[config.mk]
export PLATFORM = sky130hd
export DESIGN_NAME = presettable_binary_counter
export DESIGN_NICKNAME = d
export VERILOG_FILES = /design/src/counter_pkg.sv /design/src/count_prescaler.sv /design/src/counter_stage.sv /design/src/presettable_binary_counter.sv
export SDC_FILE = /design/constraint.sdc
export NUM_CORES = 1
export LEC_CHECK = 0
export BUFFER_PORTS_ARGS = -buffer_cell sky130_fd_sc_hd__buf_2
export CELL_PAD_IN_SITES_DETAIL_PLACEMENT = 1
export CELL_PAD_IN_SITES_GLOBAL_PLACEMENT = 1
export CORE_ASPECT_RATIO = 1.25
export CORE_MARGIN = 2
export CORE_UTILIZATION = 40
export CTS_BUF_LIST = sky130_fd_sc_hd__clkbuf_16
export DETAILED_ROUTE_END_ITERATION = 8
export GPL_TIMING_DRIVEN = 0
export PLACE_DENSITY_LB_ADDON = 0.1
export SLEW_MARGIN = 20
export SYNTH_ARGS = -nofsm -noshare
export SYNTH_HDL_FRONTEND = slang
export SYNTH_SLANG_ARGS = --single-unit
export TNS_END_PERCENT = 10
[constraint.sdc]
create_clock -name clk_in -period 2.9 [get_ports clk_in]
set_clock_uncertainty 0.05 [all_clocks]
set_input_delay 0.58 -clock clk_in [delete_from_list [all_inputs] [get_ports clk_in]]
set_output_delay 0.58 -clock clk_in [all_outputs]
set_load 0.02 [all_outputs]
[src/counter_pkg.sv]
`default_nettype none
package counter_pkg;

    // ------------------------------------------------------------------
    // Register map, byte addresses
    // ------------------------------------------------------------------
    localparam int          ADDR_W        = 8;
    localparam logic [7:0]  OFF_CTRL      = 8'h00;
    localparam logic [7:0]  OFF_PRESET    = 8'h04;
    localparam logic [7:0]  OFF_PRESCALE  = 8'h08;
    localparam logic [7:0]  OFF_STEP      = 8'h0C;
    localparam logic [7:0]  OFF_STATUS    = 8'h10;
    localparam logic [7:0]  OFF_COUNT_ALL = 8'h14;

    // ------------------------------------------------------------------
    // Control register fields
    // ------------------------------------------------------------------
    localparam int          CTRL_CLEAR_N  = 0;
    localparam int          CTRL_LOAD_N   = 1;
    localparam int          CTRL_PGATE    = 2;
    localparam int          CTRL_TGATE    = 3;
    localparam int          CTRL_STEPMODE = 4;
    localparam int          CTRL_W        = 5;
    localparam logic [4:0]  CTRL_RESET    = 5'h03;

    // ------------------------------------------------------------------
    // Status register fields
    // ------------------------------------------------------------------
    localparam int          STAT_COUNT_LSB = 0;
    localparam int          STAT_TC        = 4;

    // ------------------------------------------------------------------
    // Counter stage and timing
    // ------------------------------------------------------------------
    localparam int          STAGE_W        = 4;
    localparam logic [3:0]  COUNT_MAX      = 4'hF;
    localparam logic [3:0]  COUNT_ZERO     = 4'h0;
    localparam int          PRESCALE_W     = 16;
    localparam logic [15:0] PRESCALE_RESET = 16'h0018;
    localparam int          STEP_BIT       = 0;

    // Toggle mask: bit 0 always toggles, each higher bit only when all
    // lower bits are set; gives ordinary binary weighting
    function automatic logic [3:0] toggle_mask(input logic [3:0] q);
        logic [3:0] t;
        t = 4'h1;
        for (int i = 1; i < 4; i++) begin
            t[i] = t[i-1] & q[i-1];
        end
        return t;
    endfunction

endpackage
`default_nettype wire

[src/count_prescaler.sv]
`timescale 1ns/1ps
`default_nettype none
module count_prescaler
    import counter_pkg::*;
#(
    parameter int WIDTH = counter_pkg::PRESCALE_W
) (
    // Clock and reset
    input  wire logic             clk_in,
    input  wire logic             srst_in,
    // Control
    input  wire logic             run_in,
    input  wire logic [WIDTH-1:0] reload_in,
    // Count clock enable
    output logic                  tick_out
);

    logic [WIDTH-1:0] div_r;

    // ------------------------------------------------------------------
    // Divider: one tick every reload+1 cycles
    // ------------------------------------------------------------------
    always_ff @(posedge clk_in) begin
        if (srst_in || !run_in) begin
            div_r    <= '0;
            tick_out <= 1'b0;
        end else if (div_r >= reload_in) begin
            div_r    <= '0;
            tick_out <= 1'b1;
        end else begin
            div_r    <= div_r + 1'b1;
            tick_out <= 1'b0;
        end
    end

endmodule
`default_nettype wire

[src/counter_stage.sv]
`timescale 1ns/1ps
`default_nettype none
module counter_stage
    import counter_pkg::*;
(
    // Clock and reset
    input  wire logic       clk_in,
    input  wire logic       srst_in,
    // Count clock enable
    input  wire logic       count_clock_in,
    // Controls
    input  wire logic       master_clear_n_in,
    input  wire logic       load_control_n_in,
    input  wire logic       parallel_count_gate_in,
    input  wire logic       trickle_count_gate_in,
    input  wire logic [3:0] preset_inputs_in,
    // Results
    output logic [3:0]      count_outputs_out,
    output logic            terminal_count_flag_out
);

    // ------------------------------------------------------------------
    // Counter flip-flops
    // ------------------------------------------------------------------
    always_ff @(posedge clk_in) begin
        if (srst_in || !master_clear_n_in) begin
            // Clear does not wait for a count clock edge
            count_outputs_out <= COUNT_ZERO;
        end else if (count_clock_in) begin
            if (!load_control_n_in) begin
                count_outputs_out <= preset_inputs_in;
            end else if (parallel_count_gate_in && trickle_count_gate_in) begin
                count_outputs_out <= count_outputs_out
                    ^ toggle_mask(count_outputs_out);
            end
        end
    end

    // Combinational so that a chained stage sees it on the same edge
    assign terminal_count_flag_out = (count_outputs_out == COUNT_MAX)
                                   && trickle_count_gate_in;

endmodule
`default_nettype wire

[src/presettable_binary_counter.sv]
// Summary of operation
// - Master clear low forces all counter bits to zero; counting needs it high.
// - Load control low loads the preset inputs, ignoring both count gates.
// - Count only with load high and both gates high; otherwise hold.
// - Every counter state change except master clear happens on a count clock edge.
// - Counting starts from zero after clear or from the loaded preset.
// - Straight binary count to 15 in each stage, flagged on the terminal-count output when all stages are at 15 and the first stage's trickle gate is high.
// - Bit 0 toggles each enabled edge; higher bits when lower bits set.
// - Terminal count of one stage feeds the trickle gate of the next.
`timescale 1ns/1ps
`default_nettype none
module presettable_binary_counter
#(
    parameter int STAGES = 2
) (
    // Clock and reset
    input  wire logic                         clk_in,
    input  wire logic                         srst_in,
    // APB slave
    input  wire logic                         psel_in,
    input  wire logic                         penable_in,
    input  wire logic                         pwrite_in,
    input  wire logic [counter_pkg::ADDR_W-1:0] paddr_in,
    input  wire logic [31:0]                  pwdata_in,
    output logic [31:0]                       prdata_out,
    output logic                              pready_out,
    output logic                              pslverr_out,
    // Counter results
    output logic [3:0]                        count_outputs_out,
    output logic                              terminal_count_flag_out
);
    import counter_pkg::*;

    // ------------------------------------------------------------------
    // Declarations
    // ------------------------------------------------------------------
    logic [CTRL_W-1:0]       ctrl_r;
    logic [3:0]              preset_r;
    logic [PRESCALE_W-1:0]   prescale_r;
    logic                    step_r;
    logic                    tick;
    logic                    count_clock;
    logic                    master_clear_n;
    logic                    load_control_n;
    logic                    parallel_count_gate;
    logic [STAGES-1:0]       trickle_in;
    logic [STAGES-1:0]       tc;
    logic [4*STAGES-1:0]     count_all;
    logic                    access;
    logic                    wr_en;
    logic                    rd_phase;
    logic                    mapped;
    logic [31:0]             rdata_nxt;

    assign master_clear_n      = ctrl_r[CTRL_CLEAR_N];
    assign load_control_n      = ctrl_r[CTRL_LOAD_N];
    assign parallel_count_gate = ctrl_r[CTRL_PGATE];

    // ------------------------------------------------------------------
    // APB handshake
    // ------------------------------------------------------------------
    // One wait state: pready rises in the second access cycle. The extra
    // cycle lets read data come straight from a flip-flop.
    assign access   = psel_in && penable_in;
    assign rd_phase = access && !pready_out;
    assign wr_en    = access && pready_out && pwrite_in && mapped;

    always_comb begin
        mapped = 1'b1;
        case (paddr_in)
            OFF_CTRL, OFF_PRESET, OFF_PRESCALE, OFF_STEP,
            OFF_STATUS, OFF_COUNT_ALL: mapped = 1'b1;
            default:                   mapped = 1'b0;
        endcase
    end

    always_ff @(posedge clk_in) begin
        if (srst_in) begin
            pready_out <= 1'b0;
        end else begin
            pready_out <= rd_phase;
        end
    end

    always_ff @(posedge clk_in) begin
        if (srst_in) begin
            pslverr_out <= 1'b0;
        end else begin
            pslverr_out <= rd_phase && !mapped;
        end
    end

    // ------------------------------------------------------------------
    // Read data
    // ------------------------------------------------------------------
    always_comb begin
        rdata_nxt = 32'h0000_0000;
        case (paddr_in)
            OFF_CTRL:      rdata_nxt[CTRL_W-1:0]     = ctrl_r;
            OFF_PRESET:    rdata_nxt[3:0]            = preset_r;
            OFF_PRESCALE:  rdata_nxt[PRESCALE_W-1:0] = prescale_r;
            OFF_STATUS: begin
                rdata_nxt[STAT_COUNT_LSB +: 4] = count_all[3:0];
                rdata_nxt[STAT_TC]             = tc[STAGES-1];
            end
            OFF_COUNT_ALL: rdata_nxt[4*STAGES-1:0]   = count_all;
            default:       rdata_nxt                 = 32'h0000_0000;
        endcase
    end

    always_ff @(posedge clk_in) begin
        if (srst_in) begin
            prdata_out <= 32'h0000_0000;
        end else if (rd_phase) begin
            prdata_out <= pwrite_in ? 32'h0000_0000 : rdata_nxt;
        end
    end

    // ------------------------------------------------------------------
    // Control registers
    // ------------------------------------------------------------------
    always_ff @(posedge clk_in) begin
        if (srst_in) begin
            ctrl_r <= CTRL_RESET;
        end else if (wr_en && paddr_in == OFF_CTRL) begin
            ctrl_r <= pwdata_in[CTRL_W-1:0];
        end
    end

    always_ff @(posedge clk_in) begin
        if (srst_in) begin
            preset_r <= COUNT_ZERO;
        end else if (wr_en && paddr_in == OFF_PRESET) begin
            preset_r <= pwdata_in[3:0];
        end
    end

    always_ff @(posedge clk_in) begin
        if (srst_in) begin
            prescale_r <= PRESCALE_RESET;
        end else if (wr_en && paddr_in == OFF_PRESCALE) begin
            prescale_r <= pwdata_in[PRESCALE_W-1:0];
        end
    end

    // Step is a one-cycle count clock edge requested by software
    always_ff @(posedge clk_in) begin
        if (srst_in) begin
            step_r <= 1'b0;
        end else begin
            step_r <= wr_en && paddr_in == OFF_STEP
                   && pwdata_in[STEP_BIT] && ctrl_r[CTRL_STEPMODE];
        end
    end

    // ------------------------------------------------------------------
    // Count clock source
    // ------------------------------------------------------------------
    count_prescaler #(
        .WIDTH     (PRESCALE_W)
    ) u_prescaler (
        .clk_in    (clk_in),
        .srst_in   (srst_in),
        .run_in    (!ctrl_r[CTRL_STEPMODE]),
        .reload_in (prescale_r),
        .tick_out  (tick)
    );

    assign count_clock = ctrl_r[CTRL_STEPMODE] ? step_r : tick;

    // ------------------------------------------------------------------
    // Cascaded stages
    // ------------------------------------------------------------------
    // Rippled terminal count limits the chain length at speed; at the
    // enable rates used here a long chain is harmless.
    genvar g;
    generate
        for (g = 0; g < STAGES; g++) begin : g_stage
            if (g == 0) begin : g_first
                assign trickle_in[g] = ctrl_r[CTRL_TGATE];
            end else begin : g_next
                assign trickle_in[g] = tc[g-1];
            end
            counter_stage u_stage (
                .clk_in                  (clk_in),
                .srst_in                 (srst_in),
                .count_clock_in          (count_clock),
                .master_clear_n_in       (master_clear_n),
                .load_control_n_in       (load_control_n),
                .parallel_count_gate_in  (parallel_count_gate),
                .trickle_count_gate_in   (trickle_in[g]),
                .preset_inputs_in        (preset_r),
                .count_outputs_out       (count_all[4*g +: 4]),
                .terminal_count_flag_out (tc[g])
            );
        end
    endgenerate

    // ------------------------------------------------------------------
    // Output flops
    // ------------------------------------------------------------------
    always_ff @(posedge clk_in) begin
        if (srst_in) begin
            count_outputs_out <= COUNT_ZERO;
        end else begin
            count_outputs_out <= count_all[3:0];
        end
    end

    always_ff @(posedge clk_in) begin
        if (srst_in) begin
            terminal_count_flag_out <= 1'b0;
        end else begin
            terminal_count_flag_out <= tc[STAGES-1];
        end
    end

    generate
        if (STAGES > 1) begin : g_chain_chk

        end
    endgenerate
endmodule
`default_nettype wire

* Word-level counts from Yosys, hierarchy flattened
Cells that the tools add are included.
Word-level totals: output and inout port bits 39, bits in registers 90, bits of input ports 45, word-level logic and storage cells 69
Operators by class: bitwise logic cells 6, muxes and demuxes 12, eq/ne operators 9, add/sub/neg operators 1, reduce and logical (&&, ||, !) cells 27, magnitude comparators 1
Operators by type and width (count):
- 16-bit by 1-bit adder with 16-bit output, second input constant | 1
- 8-bit by 4-bit equality test with 1-bit output, second input constant | 2
- 8-bit by 5-bit equality test with 1-bit output, second input constant | 2
- 16-bit greater-or-equal comparator | 1
- 1-bit logical AND | 16
- 16-bit two-way mux | 1
- 4-bit two-way mux | 4
- 4-bit case mux with 4 select lines | 1
- 4-bit equality test, second input constant | 2
- 8-bit by 3-bit equality test with 1-bit output, second input constant | 1
- 8-bit zero test | 1
- 8-bit two-way mux | 1
- 4-bit bitwise XOR | 2
- 3-bit case mux with 2 select lines | 1
- 6-bit OR reduction | 1
- 1-bit AND | 4
- 2-bit by 1-bit inequality test with 1-bit output, second input constant | 2
- 1-bit case mux with 4 select lines | 1
- 2-bit AND reduction | 2
- 2-bit OR reduction | 2
- 1-bit zero test | 3
- 1-bit two-way mux | 3
- 1-bit logical OR | 2

* Longest topological paths before layout
depth in word-level cells 7, mapped depth 8, mapped depth without buffers 7

* Modules after synthesis
A second synthesis with hierarchy kept.
Second synthesis, totals: cells, all modules 402, area, all modules 3823.7 um^2
By module, submodules not included:
- presettable_binary_counter | area each 2072.0 um^2, sequential area each 980.9 um^2, instances 1, cells each 209
- count_prescaler | area each 1123.6 um^2, sequential area each 340.3 um^2, instances 1, cells each 131
- counter_stage | area each 314.1 um^2, sequential area each 80.1 um^2, instances 2, cells each 31

* Least setup slack after synthesis
Ideal clock, no wire load.
kind in2reg, start point input port paddr_in[0] in the netlist's numbering, end point register ctrl_r[0], slack 0.702 ns, buffers on the path 1, data arrival time 2.028 ns, stages 6, required time 2.730 ns, library setup time 0.120 ns, cells stage by stage nor4_4 or3b_1 buf_6 nor4_4 nor2b_1 a211o_1
Between the ends: word-level cells in the longest chain between the ends 5, elaborated cells between the ends (all ways) 10, classes of those cells 5 x eq/ne; 1 x mux; 4 x reduce/logical
RTL lines:
- start: declaration | RTL line presettable_binary_counter.sv:23 | input wire logic [counter_pkg::ADDR_W-1:0] paddr_in,
- 8-bit by 3-bit equality test with 1-bit output (tied with other cells) | RTL line presettable_binary_counter.sv:70 | case (paddr_in)
- 6-bit OR reduction | RTL line presettable_binary_counter.sv:70
- 1-bit two-way mux | RTL line presettable_binary_counter.sv:70
- 1-bit logical AND | RTL line presettable_binary_counter.sv:66 | assign wr_en = access && pready_out && pwrite_in && mapped;
- 1-bit logical AND (*) | RTL line presettable_binary_counter.sv:125 | end else if (wr_en && paddr_in == OFF_CTRL) begin
- end signal: assignment | RTL line presettable_binary_counter.sv:126 | ctrl_r <= pwdata_in[CTRL_W-1:0];
- end: declaration | RTL line presettable_binary_counter.sv:37 | logic [CTRL_W-1:0] ctrl_r;
Every way passes the cells marked *; elsewhere a longest branch is shown, timed or not. A chain may end at the register's enable or synchronous reset.

* Final worst setup path
start point register u_prescaler.div_r[0], end point register u_prescaler.div_r[14]
Between the ends: word-level cells in the longest chain between the ends 2, elaborated cells between the ends (all ways) 3, classes of those cells 1 x add/sub; 1 x order compare; 1 x reduce/logical
RTL lines:
- start: declaration | RTL line count_prescaler.sv:18 | logic [WIDTH-1:0] div_r;
- start signal: assignment | RTL line count_prescaler.sv:31 | div_r <= div_r + 1'b1;
- 16-bit greater-or-equal comparator | RTL line count_prescaler.sv:27 | end else if (div_r >= reload_in) begin
- 2-bit OR reduction (no line)
Several ways; a longest one is shown, not always the timed one.

==> flow_metrics.tcl <==
set metrics [dict create \
    nets 546 \
    cp-end-kind "register" \
    synth_warnings 0 \
    fin_tns_setup_ns 0 \
    grt_usage_pct 21.4 \
    htree_levels 3 \
    syn-cell-area_um2 3620 \
    crit_path_end "u_prescaler.div_r[14]$_SDFF_PP0_" \
    initial_utilization_pct 41.3 \
    min_period_ns 2.48 \
    reg2reg_slack_ns 0.42 \
    worstReg2RegEnd "u_prescaler.div_r[14]$_SDFF_PP0_" \
    root_buffer "clkbuf_16" \
    rsz0062_at_grt "no" \
    core_area_um2 8750 \
    holdPathStages 2 \
    critPathKind "register to register" \
    crit_arrival_ns 2.70 \
    fillers 1102 \
    power_density_nw_per_um2 513 \
    async_flop_share_pct 0 \
    area_growth_pct 20.7 \
    ys_seq_area_share_pct 41.0 \
    relSlewSlack_pct 44.8 \
    ir_drop_mv 0.374 \
    reg2regPathDepth 8 \
    numPortBuffers 51 \
    antennaDiodeCount 0 \
    grt_pass1_wl_um 15400 \
    synth_cell_types 53 \
    cts_buffer_depth 2 \
    stdcell_count 605 \
    first_iter_violations 76 \
    leakage_nw 1.78 \
    drtPass1Iterations 4 \
    wl_per_cell_um 16.0 \
    routed_wl_um 9700 \
    via_count 3088 \
    io_pins 84 \
    grt_max_degree 13 \
    cts_made_buffers 9 \
    insertion_delay_ns 0.34 \
    antenna_found_initial 0 \
    dp_hpwl_um 7470 \
    hp-class "register to register" \
    hold_buffers 0 \
    mostFrequentLayoutCells "dfxtp_1 (74), nor2_1 (70), buf_2 (51)" \
    regArea_um2 1480 \
    max_stage_delay_ns 0.59 \
    place_inst 589 \
    setup_viol 0 \
    layout_setup_ws_ns 0.418 \
    crit_path_top_delay_cell "a2111oi_1" \
    r2r_start "u_prescaler.div_r[0]$_SDFF_PP0_" \
    tightest_slew_ns 0.820 \
    cts_tree "yes" \
    mostFrequentLayoutCell "dfxtp_1" \
    max-cap-violations 0 \
    postRouteAntennaNets 0 \
    cts_setup_buffers 0 \
    gp_congestion 0.794 \
    required_ns 3.12 \
    fmax_mhz 403 \
    final_util_pct 49.9 \
    grt_pass1_vias 3113 \
    post_cts_resized 0 \
    syn_area_per_cell_um2 8.97 \
    synth_enable_flop_cells 0 \
    critPathLaunchType "register" \
    preCtsSetupSlack_ns 0.198 \
    multi_input_area_um2 1920 \
    startpoint "u_prescaler.div_r[0]$_SDFF_PP0_" \
    slew_viol_final 0 \
    via_per_inst 5.10 \
    die_area_um2 9820 \
    path_clk_slew_ns 0.06 \
    die_h_um 110 \
    worstPathMaxFanout 10 \
    overflow 0 \
    worstPathCellList "inv_1 > ha_1 > nand2b_1 > a2111oi_1 > or4_1 > nand3_1 > clkbuf_1 > nor2_1" \
    drc 0 \
    synthFlopType "dfxtp_1" \
    clock_sinks 74 \
    synth_seq_cells 74 \
    drive_gt1_share_pct 18.1 \
    rows 38 \
    synth_cells 403 \
    die_w_um 89.0 \
    hold_viol 0 \
    outcome "finished, final reports clean" \
    post-route-period-util_pct 85.6 \
]
synth_stat cells, drive strengths merged (8+ instances only):
cell | n | share of area [%]
nor2 | 71 | 7.8
dfxtp | 74 | 41
nor2b | 8 | 1.4
a21oi | 22 | 3.0
a22oi | 9 | 1.9
clkbuf | 10 | 1.0
inv | 21 | 2.2
buf | 21 | 4.3
ha | 21 | 7.3
mux2i | 24 | 6.6
nand2 | 25 | 2.6
nand3 | 8 | 1.1
power by group:
group	leakage (nW)	switching [mW]	internal, mW
clock	0.132	0.430	0.654
combinational	1.05	0.0827	0.0473
sequential	0.597	0.00524	1.02
total	1.78	0.518	1.72
stage by stage:
stage,hold slack (ns),cell area (um2),total power [mW]
2_1_floorplan,0.387,3670,1.13
3_3_place_gp,0.389,4080,1.18
3_5_place_dp,0.405,4080,1.18
4_1_cts,0.419,4360,2.27
5_1_grt,0.429,4360,2.33
6_report,0.414,4360,2.24
worst min-delay path by stage:
stage,from,endpoint,slack [ns]
detailed placement,prdata_out[1]$_SDFFE_PP0P_,prdata_out[1]$_SDFFE_PP0P_,0.41
CTS,pwdata_in[10],prescale_r[10]$_SDFFE_PP0P_,0.42
floorplan,u_prescaler.div_r[0]$_SDFF_PP0_,u_prescaler.div_r[0]$_SDFF_PP0_,0.39
global route,pwdata_in[4],prescale_r[4]$_SDFFE_PP1P_,0.43
global placement,prdata_out[2]$_SDFFE_PP0P_,prdata_out[2]$_SDFFE_PP0P_,0.39
finish,prdata_out[1]$_SDFFE_PP0P_,prdata_out[1]$_SDFFE_PP0P_,0.41
state kept, by name (all words and copies together), names as in the netlist:
name	cells
prescale_r	16
ctrl_r	5
count_outputs_out	4
pready_out	1
g_stage.u_stage.count_outputs_out	8
pslverr_out	1
step_r	1
terminal_count_flag_out	1
prdata_out	16
u_prescaler.div_r	16
preset_r	4
u_prescaler.tick_out	1
cell type report:
| class | count | share of cell area [%] |
|---|---|---|
| multi-input combinational | 292 | 44.0 |
| sequential | 74 | 33.9 |
| tap | 120 | 3.44 |
| buffer | 31 | 4.39 |
| timing repair buffer | 51 | 5.85 |
| clock buffer | 9 | 5.16 |
| inverter | 21 | 1.81 |
| clock inverter | 7 | 1.38 |
critical path, delay by kind of cell (launching register included):
kind / cells / cell delay [ns]
fa+ha+maj: 1 / 0.26
compound gates: 1 / 0.59
simple gates: 4 / 0.74
buf+inv: 2 / 0.37
flops: 1 / 0.41
cell families (layout without fill, tap and decap cells):
family | count (synthesis) | after routing | share of synthesized area (%)
XOR/XNOR | 14 | 14 | 3.39
AND/OR/NAND/NOR | 151 | 151 | 21.6
AO/OA/AOI/OAI | 64 | 64 | 11.9
other | 1 | 16 | 0.104
adder cells (fa/ha/maj) | 21 | 21 | 7.27
flip-flops | 74 | 74 | 41.0
buffers and inverters | 52 | 119 | 7.47
multiplexers | 26 | 26 | 7.27
layer usage:
metal  track usage (%)  routed length, um  up-vias
met5                 0                  0        -
li1                  -                  -     1532
met3              5.81                296       15
met2              40.0               5460       50
met1              22.5               3720     1491
met4              8.21                220        0
Note: power is estimated with default switching activity, not from simulation.
